==> src/inc/wit_pkg.sv <==
// Purpose: Shared constants and types for the watch and interval timer.
// Assumes: 32-bit APB data, one aligned word per register.
// Notes:   Register index times four gives the byte address.
package wit_pkg;

   // ---------------------------------------------------------------
   // Register map
   // ---------------------------------------------------------------
   localparam logic [31:0] WATCH_MODE_CTRL_IDX  = 32'h0000ff4a;
   localparam logic [31:0] WATCH_MODE_CTRL_ADDR = WATCH_MODE_CTRL_IDX << 2;
   localparam logic [7:0]  WATCH_MODE_CTRL_RST  = 8'h00;
   localparam logic [7:0]  WATCH_MODE_CTRL_WMSK = 8'hf3;

   // ---------------------------------------------------------------
   // Field layout and timing figures
   // ---------------------------------------------------------------
   localparam int          MAIN_DIV_BITS   = 7;
   localparam int          PRESCALE_BITS   = 9;
   localparam int          WATCH_CNT_BITS  = 5;
   localparam int          TAP_BASE        = 4;
   localparam logic [2:0]  SEL_MAX_LEGAL   = 3'h5;
   localparam logic [31:0] ZERO_WORD       = 32'h00000000;

   typedef struct packed {
      logic       count_clock_sel;
      logic [2:0] interval_sel;
      logic [1:0] reserved;
      logic       watch_counter_run;
      logic       watch_op_enable;
   } wit_ctrl_type;

endpackage : wit_pkg

==> src/rtl/wit_watch_interval_timer.sv <==
// Purpose: Watch timer and interval timer with an APB register slave.
// Assumes: main_osc_clock and sub_clock are levels synchronous to pclk,
//          each slower than half the pclk rate.
// Notes:   Zero-wait APB; pslverr on any address but the mode register.
//          Count-clock ticks are single pclk pulses taken from sampled levels, so each
//          oscillator level must stay stable for at least one pclk period.
//          Prohibited interval codes act as the longest tap rather than stopping.
//
// Overview of operation
// - Watch interrupt every 2^14 count-clock periods, 0.5 s at 32.768 kHz.
// - Watch counting begins when op-enable and counter-run are both one.
// - Writing both bits zero clears the 5-bit counter and halts counting.
// - Clearing counter-run alone clears and stops watch count; prescaler keeps running.
// - Interval interrupt repeats once per selected interval while enabled.
// - Bits 4 to 6 pick tap 2^4..2^9; codes 110 and 111 prohibited.
// - Counter waits one prescaler cycle after start, delaying first interrupt.
// - Bit 7 selects main clock divided by 2^7 or subsystem clock.
// - Op-enable low holds prescaler and counter cleared, no interrupts.
// - Reset loads the whole mode control register with zero.
//
// The placing of the registers and the APB slave port are this design's own decisions.
`timescale 1ns/100ps

module wit_watch_interval_timer
   import wit_pkg::*;
#(
   parameter int PRE_BITS = PRESCALE_BITS,
   parameter int CNT_BITS = WATCH_CNT_BITS
) (
   input  wire logic        pclk,            // System clock, 20 MHz.
   input  wire logic        presetn,         // Asynchronous reset, active low.
   input  wire logic        ce,              // Clock enable; low freezes all state.
   input  wire logic        psel,            // APB select.
   input  wire logic        penable,         // APB access phase.
   input  wire logic        pwrite,          // APB direction, high for write.
   input  wire logic [31:0] paddr,           // APB byte address.
   input  wire logic [31:0] pwdata,          // APB write data.
   output logic      [31:0] prdata,          // APB read data.
   output logic             pready,          // APB ready.
   output logic             pslverr,         // APB error for unmapped address.
   input  wire logic        main_osc_clock,  // Main oscillator level, sampled.
   input  wire logic        sub_clock,       // Subsystem oscillator level, sampled.
   output logic             watch_irq,       // Watch interrupt, one-cycle pulse.
   output logic             interval_irq     // Interval interrupt, one-cycle pulse.
);

   // ---------------------------------------------------------------
   // Elaboration checks
   // ---------------------------------------------------------------
   // The prescaler width is fixed by the interval taps and the watch period.
   initial begin
      if (PRE_BITS != PRESCALE_BITS) begin
         $error("wit_watch_interval_timer: prescaler width must stay at its default");
      end
      if (CNT_BITS < 1 || CNT_BITS > 16) begin
         $error("wit_watch_interval_timer: watch counter width out of range");
      end
      if (TAP_BASE + int'(SEL_MAX_LEGAL) > PRE_BITS) begin
         $error("wit_watch_interval_timer: longest interval tap lies outside the prescaler");
      end
      if (MAIN_DIV_BITS < 1) begin
         $error("wit_watch_interval_timer: main clock divider needs at least one bit");
      end
   end

   // ---------------------------------------------------------------
   // APB slave
   // ---------------------------------------------------------------
   wit_ctrl_type ctrl_q;
   logic         hit;
   logic         setup;
   logic         wr_take;
   logic [31:0]  rd_word;

   assign hit     = (paddr == WATCH_MODE_CTRL_ADDR);
   assign setup   = psel && !penable;
   assign wr_take = psel && penable && pready && pwrite && hit;
   assign rd_word = {24'h000000, ctrl_q};

   // Every access is answered in the cycle after its setup, with no wait states.
   always_ff @(posedge pclk or negedge presetn) begin
      if (!presetn) begin
         pready <= 1'b0;
      end else if (ce) begin
         pready <= setup;
      end
   end

   // A stray address is refused with an error and leaves the mode register alone.
   always_ff @(posedge pclk or negedge presetn) begin
      if (!presetn) begin
         pslverr <= 1'b0;
      end else if (ce) begin
         pslverr <= setup && !hit;
      end
   end

   // Read data is captured at setup and holds until the next setup.
   always_ff @(posedge pclk or negedge presetn) begin
      if (!presetn) begin
         prdata <= ZERO_WORD;
      end else if (ce && setup) begin
         prdata <= (hit && !pwrite) ? rd_word : ZERO_WORD;
      end
   end

   // Reserved bits are masked so that they always read back as zero.
   wit_ctrl_type ctrl_d;

   always_comb begin
      ctrl_d = ctrl_q;
      if (wr_take) begin
         ctrl_d = wit_ctrl_type'(pwdata[7:0] & WATCH_MODE_CTRL_WMSK);
      end
   end

   always_ff @(posedge pclk or negedge presetn) begin
      if (!presetn) begin
         ctrl_q <= wit_ctrl_type'(WATCH_MODE_CTRL_RST);
      end else if (ce) begin
         ctrl_q <= ctrl_d;
      end
   end

   // ---------------------------------------------------------------
   // Count clock selection
   // ---------------------------------------------------------------
   logic                     main_lvl_q;
   logic                     sub_lvl_q;
   logic [MAIN_DIV_BITS-1:0] main_div_q;
   logic                     main_rise;
   logic                     sub_rise;
   logic                     main_div_tick;
   logic                     fw_tick;

   assign main_rise     = main_osc_clock && !main_lvl_q;
   assign sub_rise      = sub_clock && !sub_lvl_q;
   assign main_div_tick = main_rise && (&main_div_q);
   assign fw_tick       = ctrl_q.count_clock_sel ? sub_rise : main_div_tick;

   // Each level is remembered for one cycle so that a rising edge lasts one pclk.
   always_ff @(posedge pclk or negedge presetn) begin
      if (!presetn) begin
         main_lvl_q <= 1'b0;
      end else if (ce) begin
         main_lvl_q <= main_osc_clock;
      end
   end

   always_ff @(posedge pclk or negedge presetn) begin
      if (!presetn) begin
         sub_lvl_q <= 1'b0;
      end else if (ce) begin
         sub_lvl_q <= sub_clock;
      end
   end

   // The main divider runs freely so that switching the source needs no restart.
   logic [MAIN_DIV_BITS-1:0] main_div_d;

   always_comb begin
      main_div_d = main_div_q;
      if (main_rise) begin
         main_div_d = main_div_q + 1'b1;
      end
   end

   always_ff @(posedge pclk or negedge presetn) begin
      if (!presetn) begin
         main_div_q <= '0;
      end else if (ce) begin
         main_div_q <= main_div_d;
      end
   end

   // ---------------------------------------------------------------
   // Prescaler and interval tap
   // ---------------------------------------------------------------
   logic [PRE_BITS-1:0] pre_q;
   logic [PRE_BITS-1:0] tap_wrap;
   logic [2:0]          sel_eff;
   logic                pre_wrap;
   logic                op_on;
   logic                run_on;

   assign op_on    = ctrl_q.watch_op_enable;
   assign run_on   = op_on && ctrl_q.watch_counter_run;
   // Prohibited codes behave as the longest tap.
   assign sel_eff  = (ctrl_q.interval_sel > SEL_MAX_LEGAL) ?
                     SEL_MAX_LEGAL : ctrl_q.interval_sel;
   assign pre_wrap = fw_tick && (&pre_q);

   genvar gi;
   generate
      for (gi = 0; gi < PRE_BITS; gi = gi + 1) begin : g_tap
         // Bit gi copies prescaler bit gi below the chosen tap and is one at the tap and above it.
         assign tap_wrap[gi] = (gi < TAP_BASE + int'(sel_eff)) ? pre_q[gi] : 1'b1;
      end
   endgenerate

   // Only op-enable clears the prescaler; counter-run leaves it running.
   logic [PRE_BITS-1:0] pre_d;
   logic                interval_d;

   always_comb begin
      pre_d = pre_q;
      if (!op_on) begin
         pre_d = '0;
      end else if (fw_tick) begin
         pre_d = pre_q + 1'b1;
      end
   end

   assign interval_d = op_on && fw_tick && (&tap_wrap);

   always_ff @(posedge pclk or negedge presetn) begin
      if (!presetn) begin
         pre_q <= '0;
      end else if (ce) begin
         pre_q <= pre_d;
      end
   end

   always_ff @(posedge pclk or negedge presetn) begin
      if (!presetn) begin
         interval_irq <= 1'b0;
      end else if (ce) begin
         interval_irq <= interval_d;
      end
   end

   // ---------------------------------------------------------------
   // Watch counter
   // ---------------------------------------------------------------
   logic [CNT_BITS-1:0] cnt_q;
   logic                armed_q;

   logic [CNT_BITS-1:0] cnt_d;
   logic                armed_d;
   logic                watch_d;

   // The first prescaler wrap after a start only arms the counter, which delays
   // the first watch interrupt by one prescaler period.
   always_comb begin
      armed_d = armed_q;
      if (!run_on) begin
         armed_d = 1'b0;
      end else if (pre_wrap) begin
         armed_d = 1'b1;
      end
   end

   // Stopping the count clears the counter so that a restart begins from zero.
   always_comb begin
      cnt_d = cnt_q;
      if (!run_on) begin
         cnt_d = '0;
      end else if (pre_wrap && armed_q) begin
         cnt_d = cnt_q + 1'b1;
      end
   end

   assign watch_d = run_on && armed_q && pre_wrap && (&cnt_q);

   always_ff @(posedge pclk or negedge presetn) begin
      if (!presetn) begin
         armed_q <= 1'b0;
      end else if (ce) begin
         armed_q <= armed_d;
      end
   end

   always_ff @(posedge pclk or negedge presetn) begin
      if (!presetn) begin
         cnt_q <= '0;
      end else if (ce) begin
         cnt_q <= cnt_d;
      end
   end

   // ---------------------------------------------------------------
   // Interrupt outputs
   // ---------------------------------------------------------------
   // The watch pulse is registered so that it leaves the block from a flip-flop.
   always_ff @(posedge pclk or negedge presetn) begin
      if (!presetn) begin
         watch_irq <= 1'b0;
      end else if (ce) begin
         watch_irq <= watch_d;
      end
   end

endmodule : wit_watch_interval_timer
==> config.mk <==
export PLATFORM = sky130hd
export DESIGN_NAME = wit_watch_interval_timer
export DESIGN_NICKNAME = d
export VERILOG_FILES = /design/src/inc/wit_pkg.sv /design/src/rtl/wit_watch_interval_timer.sv
export SDC_FILE = /design/constraint.sdc
export NUM_CORES = 1
export LEC_CHECK = 0
export ABC_AREA = 1
export BUFFER_PORTS_ARGS = -buffer_cell sky130_fd_sc_hd__buf_2
export CAP_MARGIN = 20
export CORE_AREA = 2 2 93 95
export CTS_CLUSTER_DIAMETER = 50
export DETAILED_ROUTE_END_ITERATION = 10
export DIE_AREA = 0 0 95 97
export PLACE_DENSITY = 0.53
export SETUP_SLACK_MARGIN = 0.5
export SYNTH_ARGS = -nofsm -noshare
export SYNTH_HDL_FRONTEND = slang
export SYNTH_SLANG_ARGS = --single-unit
export TNS_END_PERCENT = 20
==> constraint.sdc <==
create_clock -name pclk -period 3.4 [get_ports pclk]
set_input_delay 0.68 -clock pclk [delete_from_list [all_inputs] [get_ports pclk]]
set_output_delay 0.68 -clock pclk [all_outputs]
set_load 0.05 [all_outputs]
=== Word level (Yosys, flattened, before mapping) ===
Index checks and enable logic that the tools add are counted.

* Add/sub/neg operators: 4
* Muxes and demuxes: 18
* Equality and inequality tests: 4
* Reductions and logical operators: 33
* $lt $le $gt $ge: 10

{| class="wikitable"
|+ Operator list
! cell !! count
|-
| 4-bit by 32-bit < comparator with 1-bit output (first input constant) || 4
|-
| 3-bit by 32-bit < comparator with 1-bit output (first input constant) || 2
|-
| 32-bit by 18-bit == test with 1-bit output (second input constant) || 1
|-
| 1-bit by 32-bit < comparator with 1-bit output (first input constant) || 1
|-
| 2-bit by 32-bit < comparator with 1-bit output (first input constant) || 1
|-
| 1-bit logical AND || 19
|-
| 9-bit 2-to-1 mux || 2
|-
| 9-bit AND reduction || 2
|-
| 1-bit 2-to-1 mux || 12
|-
| 5-bit 2-to-1 mux || 2
|-
| 2-bit AND reduction || 5
|-
| 9-bit by 1-bit adder with 9-bit output (second input constant) || 1
|-
| 8-bit 2-to-1 mux || 1
|-
| 7-bit by 1-bit adder with 7-bit output (second input constant) || 1
|-
| 7-bit AND reduction || 1
|-
| 5-bit by 1-bit adder with 5-bit output (second input constant) || 1
|-
| 1-bit zero test || 5
|-
| 5-bit AND reduction || 1
|-
| 3-bit by 3-bit adder with 4-bit output (first input constant) || 1
|-
| 4-bit < comparator (first input constant) || 1
|-
| 2-bit by 1-bit inequality test with 1-bit output (second input constant) || 2
|-
| 3-bit greater-than comparator (second input constant) || 1
|-
| 3-bit 2-to-1 mux || 1
|-
| 2-bit inequality test (second input constant) || 1
|}

* Register bits after elaboration: 66
* Input bits: 72
* Logic and storage cells: 84

=== Logic depth before layout (Yosys ltp) ===
Gate-level depths: netlist (run 1).

* Word-level depth: 8
* Gate-level depth with buffers: 12

=== Worst setup path after synthesis (run 1) ===
No wires, ideal clock.

* Kind: reg-to-reg
* Start: register pre_q[0]
* End: register cnt_q[0]
* Cell stages (with the launch flop): 12
* Buffers on the path: 0
* Arrival: 1.486 ns
* Clock period less this slack: 1.603 ns
* Slack: 1.797 ns
* Data required time: 3.284 ns
* Cell sequence: dfrtp_1 ha_1 nand2_1 inv_2 nand2_1 nor4_1 ha_1 nand2_1 inv_1 nand3_4 nand3_1 nand2_1

* Cells in the longest elaborated chain, start to end: 5

{| class="wikitable"
|+ Ends and longest elaborated chain
! item !! line !! text
|-
| from (decl) || wit_watch_interval_timer.sv:179 || <nowiki>logic [PRE_BITS-1:0] pre_q;</nowiki>
|-
| from (signal assigned) || wit_watch_interval_timer.sv:220 || <nowiki>pre_q <= pre_d;</nowiki>
|-
| 9-bit AND reduction || wit_watch_interval_timer.sv:191 || <nowiki>assign pre_wrap = fw_tick && (&pre_q);</nowiki>
|-
| 1-bit logical AND || wit_watch_interval_timer.sv:191 ||
|-
| 1-bit logical AND || wit_watch_interval_timer.sv:258 || <nowiki>end else if (pre_wrap && armed_q) begin</nowiki>
|-
| 2-bit by 1-bit inequality test with 1-bit output (no line) || - ||
|-
| 2-bit AND reduction (no line) || - ||
|-
| to (signal assigned) || wit_watch_interval_timer.sv:277 || <nowiki>cnt_q <= cnt_d;</nowiki>
|-
| to (decl) || wit_watch_interval_timer.sv:235 || <nowiki>logic [CNT_BITS-1:0] cnt_q;</nowiki>
|}

No other way between the ends.
A chain may end at the register's enable or synchronous reset.

=== Final worst setup path (run 1) ===
* Start: register pre_q[0]
* End: register cnt_q[3]

The elaborated chain is that of the path after synthesis.

==> results.md, run 1 <==
* Total grt overflow at 0
* Leakage at 0.00152 uW
* Final ANT Viol Nets at 0
* Worst Setup SP: pre_q[0]$_DFFE_PN0P_
* Commonest non-fill, non-tap cells in the layout: nand2_1 (79), buf_2 (55), dfrtp_1 (40)
* WL per Instance at 10.1 um
* Minimum clock period at 1820 ps
* Initial DRC count at 87
* Initial antenna violation count at 0
* Sum of negative setup slack at 0 ps
* R2R Path End: cnt_q[3]$_DFFE_PN0P_
* Hold crit path type: reg2reg
* Setup CP Type: reg2reg
* Vias per cell at 4.29
* Pwr Density at 381 mW/mm2
* Avg Cell Area, Syn at 7.78 um2
* Hold depth at 1
* Root Buffer Master: clkbuf_8
* Buffer count from post-CTS setup fixing at 0
* Req. time, crit path at 3640 ps
* TritonCTS clock tree: yes
* IO Pins at 108
* Synth warn at 0
* Post-Synthesis Cells at 310
* FP Rows at 33
* Core Area at 0.00813 mm2
* Hold WS at 474 ps
* Vias after detailed routing at 2027
* Share of the synthesized area in the top cell type at 41.5%
* GPL Wtd Cong at 0.716
* Status: finished clean
* Vias in the first global route at 2026
* CP max FO at 6
* DRC Markers at 0
* Highest Clock Rate at 549 MHz
* Clock Sinks at 40
* First-pass GRT wire length at 8.51 mm
* Total CTS buffers at 5
* Peak VDD IR at 0.164 mV
* H-tree levels at 2
* Unrepaired setup endpoints after global routing: false
* Die height at 97 um
* Slew @ Worst Pin at 906 ps
* Final WL at 4.76 mm
* TritonRoute pass-1 iters at 4
* Reg2Reg Depth at 12
* Port bufs at 55
* Synth-to-layout area growth at 15.0%
* Clock Latency Late Sink at 290 ps
* Final nets at 443
* Clock Path Buffers at 2
* Max_slew headroom at 39.6%
* HPWL after DPL at 3.62 mm
* Hold endpoint: main_div_q[6]$_DFFE_PN0P_
* Starting Density at 29.7%
* Final period util at 53.6%
* Yosys top cell by area: dfrtp_1
* Beginning of the worst register-to-register path: pre_q[0]$_DFFE_PN0P_
* Critical Path Sink Type: register
* Synth Register Bits at 40
* Register area share after synthesis at 41.5%
* Final Core Density at 34.1%
* Mapped cell area at 0.00241 mm2
* DIE WIDTH at 95 um
* Quantity of gates resized following cts at 0
* Layout cells sized above 1 at 22.3%
* WP data arrival at 2060 ps
* Fin. Hold Viols at 0
* Hold Path Origin: main_div_q[6]$_DFFE_PN0P_
* Flop-to-flop setup slack at 1580 ps
* Clk_skew at 9.56 ps
* Largest net degree at the start of global routing at 41
* Final setup viols at 0
* Area contributors post-synth: dfrtp_1 (41%), nand2_1 (12%), buf_4 (8.4%)
* Reg clk slew, reported paths at 80 ps
* Hold_buf cts at 0
* Die ar. at 0.00922 mm2
* Worst setup SP type: register
* Synth cell types at 31
* Max Slew Vio Count at 0
* Gr usage total at 11.3%
* Commonest non-fill, non-tap cell in the layout: nand2_1
* Max-Cap Viols at 0
* ANT cells at 0
cell usage after synthesis (all sizes together):
master,n
nand2,84
dfrtp,40
inv,36
nand3,35
nor2,35
buf,31
o21ai,13
xor2,7
ha,5
nand4,5
nor3,4
a21oi,3
xnor2,3
o21bai,2
or2,2
conb,1
mux2,1
nand3b,1
nor3b,1
nor4,1
cell type report:
| class | count | area (um2) |
|---|---|---|
| inverters | 36 | 135 |
| clock buffers | 6 | 82.6 |
| multi-input cells | 228 | 1130 |
| repair buffers | 55 | 275 |
| fillers | 875 | 5360 |
| flip-flops and latches | 40 | 1000 |
| clock inverters | 2 | 13.8 |
| well taps | 105 | 131 |
cell families after synthesis:
| family | synth area share, % |
|---|---|
| simple gates | 31.7 |
| buf+inv | 15.4 |
| flops | 41.5 |
| compound gates | 4.56 |
| xor+xnor | 3.63 |
| fa+ha+maj | 2.59 |
| other cells | 0.155 |
| mux | 0.467 |
report_power, final:
group / switching [uW] / total, uW / leakage, uW / internal [uW]
clock: 176 / 342 / 0.0000516 / 166
combinational: 125 / 178 / 0.000918 / 52.8
sequential: 28.9 / 538 / 0.000546 / 509
how the worst max path moves through the flow:
stage | to | slack (ps) | cells past startpoint
final | cnt_q[3]$_DFFE_PN0P_ | 1580 | 12
after global routing | ctrl_q[6]$_DFFE_PN0P_ | 1360 | 9
after CTS | cnt_q[0]$_DFFE_PN0P_ | 1560 | 12
after detailed placement | ctrl_q[1]$_DFFE_PN0P_ | 1250 | 9
after global placement | ctrl_q[1]$_DFFE_PN0P_ | 1290 | 9
after floorplan | cnt_q[0]$_DFFE_PN0P_ | 1800 | 11
critical path, cell delays in order, from the launching register on:
cell and delay [ps]:
dfrtp_1 390, ha_1 230, nand2_1 80, inv_2 60
nand2_1 100, nor4_1 200, ha_1 190, nand2_1 50
inv_1 130, nand3_4 130, nand2_4 110, nand2_1 60
nand2_1 50
metal layers:
metal / global-route usage [%] / routed length [um]
met5: 0 / 0
met4: 2.79 / 49
met3: 3.35 / 279
met2: 19.3 / 2230
met1: 13.8 / 2200
through the flow:
step	power [uW]	cell area, um2	setup WS (ps)	std cells
after floorplan	699	2510	1800	335
after global placement	725	2680	1290	464
after detailed placement	729	2680	1250	464
after CTS	1080	2770	1560	472
after global routing	1110	2770	1360	472
final	1060	2770	1580	472
state kept, by name, summed over array words and instances, names as in the netlist:
register / flops
pre_q: 9
main_div_q: 7
prdata: 6
cnt_q: 5
ctrl_q: 5
armed_q: 1
interval_irq: 1
main_lvl_q: 1
op_on: 1
pready: 1
pslverr: 1
sub_lvl_q: 1
watch_irq: 1
Note: power is estimated with default switching activity, not from simulation.
==> inputs of run 2 (changes only) <==
Settings changed: ABC_AREA 1 to 0, CORE_AREA 2 2 93 95 to 2 2 90 92, DIE_AREA 0 0 95 97 to 0 0 92 94, PLACE_DENSITY 0.53 to 0.56.
Clock period 3.4 ns to 1.48 ns, I/O delays scaled along.
==> results.md, run 2 <==
* Clock Latency Late Sink at 290 ps
* Failing checks: negative setup slack
* Synth warn at 0
* Most frequent cell after synthesis: dfrtp_1
* Avg Cell Area, Syn at 10.1 um2
* HPWL after DPL at 4.00 mm
* Setup slack after layout at -476 ps
* Async SR Flop Fraction at 100%
* Gr usage total at 13.3%
* FILL cells at 761
* Reg clk slew, reported paths at 80 ps
* Vias per cell at 4.54
* ANT cells at 0
* Critical Path Sink Type: register
* Setup WS pre-CTS at -438 ps
* Routed length on met3 at 214 um
* Crit-path slowest cell: dfrtp_1
* Max Slew Vio Count at 0
* FP Rows at 32
* Clock Sinks at 40
* Register area share after synthesis at 44.4%
* Req. time, crit path at 1660 ps
* IO Pins at 108
* Hold crit path type: in2reg
* Post-synth top cells: dfrtp_1 (40), nand2_1 (30), buf_4 (26)
* Final ANT Viol Nets at 0
* Non-Filler Instances at 426
* GPL Wtd Cong at 0.763
* Final setup viols at 21
* Yosys top cell by area: dfrtp_1
* Commonest non-fill, non-tap cells in the layout: buf_4 (43), buf_2 (42), dfrtp_1 (40)
* Fin. Hold Viols at 0
* First-pass GRT wire length at 9.15 mm
* WL met2 at 2.80 mm
* Port bufs at 55
* Power after layout at 2770 uW
* Largest Register: pre_q
* Final WL at 5.35 mm
* Die height at 94 um
* Core Area at 0.00761 mm2
* Initial antenna violation count at 0
* WP buf/inv at 2
* Synth-to-layout area growth at 44.6%
* Worst setup SP type: register
* Top sig layer: met4
* Initial DRC count at 83
* Synth Flop Type: dfrtp_1
* DRC Markers at 0
* Max-Cap Viols at 0
* Die ar. at 0.00865 mm2
* WP data arrival at 2140 ps
* Vias after detailed routing at 1934
* Synth cell types at 46
* CP max stage delay at 380 ps
* Crit-path cells: ha_2 > nand3_2 > nor2_2 > ha_2 > nand3_2 > nor4_4 > buf_4 > nor3_2 > buf_4 > mux2_4
* Status: complete, but fails checks
* Vias in the first global route at 2010
* Synth Register Bits at 40
* Clk_skew at 9.68 ps
* Final nets at 400
* Pwr Density at 852 mW/mm2
* Mapped cell area at 0.00225 mm2
* WL per Instance at 12.5 um
* Starting Density at 29.6%
* Largest register FFs at 9
* Clock Path Buffers at 2
* M1 wire length at 2.28 mm
* Post-Synthesis Cells at 223
* Largest registers: pre_q (9), main_div_q (7), prdata (6)
* TritonCTS clock tree: yes
* Minimum clock period at 1960 ps
* Commonest non-fill, non-tap cell in the layout: buf_4
* Setup CP Type: reg2reg
* Layout cells sized above 1 at 48.8%
* Total CTS buffers at 5
* Root Buffer Master: clkbuf_8
* TritonRoute pass-1 iters at 4
* Placed cell count at 411
* CP max FO at 3
* Highest Clock Rate at 511 MHz
* Area contributors post-synth: dfrtp_1 (44%), buf_4 (8.7%), nand2_1 (5.0%)
* Leakage at 0.00160 uW
* Peak VDD IR at 0.803 mV
* H-tree levels at 2
* Post-synth EDFFs at 0
* Family with the most delay on the worst path: simple AND/OR/NAND/NOR gates
* Final period util at 132%
* Largest net degree at the start of global routing at 41
* Total grt overflow at 0
* Share of the synthesized area in the top cell type at 44.4%
* DIE WIDTH at 92 um
* Unrepaired setup endpoints after global routing: true
## run 2: changes by cell type after synthesis, moves of 6 or more
cell      previous run  this run
nor2_1              33         9
nand3_1             32        12
mux2_4               0         6
clkbuf_1             0         6
o21ai_0              7        13
nand2_1             79        30
inv_1               33         3
## run 2: area by class of cell
type	count	area [um2]	area share (%)
Clock inverter	3	42.5	1.31
Clock buffer	5	68.8	2.11
Inverter	3	11.3	0.346
Tap cell	102	128	3.92
Timing Repair Buffer	102	741	22.7
Multi-Input combinational cell	171	1260	38.8
Sequential cell	40	1000	30.7
## run 2: final timing paths
path | start | endpoint | slack (ps) | depth (start not counted)
max | pre_q[1]$_DFFE_PN0P_ | cnt_q[0]$_DFFE_PN0P_ | -480 | 10
min | pwdata[0] | op_on$_DFFE_PN0P_ | 230 | 2
max reg2reg | pre_q[1]$_DFFE_PN0P_ | cnt_q[0]$_DFFE_PN0P_ | -480 | 10
min reg2reg | sub_lvl_q$_DFFE_PN0P_ | sub_lvl_q$_DFFE_PN0P_ | 510 | 1
max in group asynchronous | presetn | main_div_q[6]$_DFFE_PN0P_ | 770 | 3
min in group asynchronous | presetn | prdata[4]$_DFFE_PN0P_ | 490 | 3
## run 2: logic make-up (layout without fill, tap and decap cells)
family / Yosys count / count (layout) / synth area share [%]
simple gates: 85 / 85 / 21.3
flops: 40 / 40 / 44.4
buf+inv: 37 / 113 / 10.9
compound gates: 36 / 36 / 10.9
mux: 11 / 11 / 6.44
xor+xnor: 8 / 8 / 3.11
fa+ha+maj: 5 / 5 / 2.78
other cells: 1 / 26 / 0.167
## run 2: repair_timing
| action | in CTS | in global routing |
|---|---|---|
| endpoints found under the setup margin | 47 | 47 |
| resized for setup | 59 | 10 |
| setup buffers | 5 | 1 |
| endpoints found under the hold margin | 40 | 0 |
| hold buffers | 1 | 0 |
| gates cloned | 0 | 0 |
| pin swaps | 38 | 18 |
## run 2: worst reg2reg max path, delay by kind of cell, from the launching register on
family,cells,cell delay (ps)
simple gates,5,500
fa+ha+maj,2,410
flops,1,380
buf+inv,2,310
mux,1,250
## run 2: stage by stage
stage                     util, %  hold slack, ps  cell area, um2  TNS, ps
after floorplan                 -           0.409            2350    -3050
after global placement       37.4             286            2850    -7180
after detailed placement     37.4             287            2850    -7930
after CTS                    42.1             221            3200    -3130
after global routing         42.8             221            3260    -5490
final                        42.8             231            3260    -3570
## run 2: layer usage
metal	GRT usage [%]	vias to the layer above
met1	16.1	948
met2	23.7	38
met4	3.48	0
li1	-	943
met5	0	-
met3	3.13	5
## run 2: power by group
| group | internal, uW | total [uW] | switching (uW) |
|---|---|---|---|
| registers | 1170 | 1210 | 40.3 |
| logic | 305 | 676 | 370 |
| clock network | 499 | 891 | 392 |
| total | 1970 | 2770 | 803 |
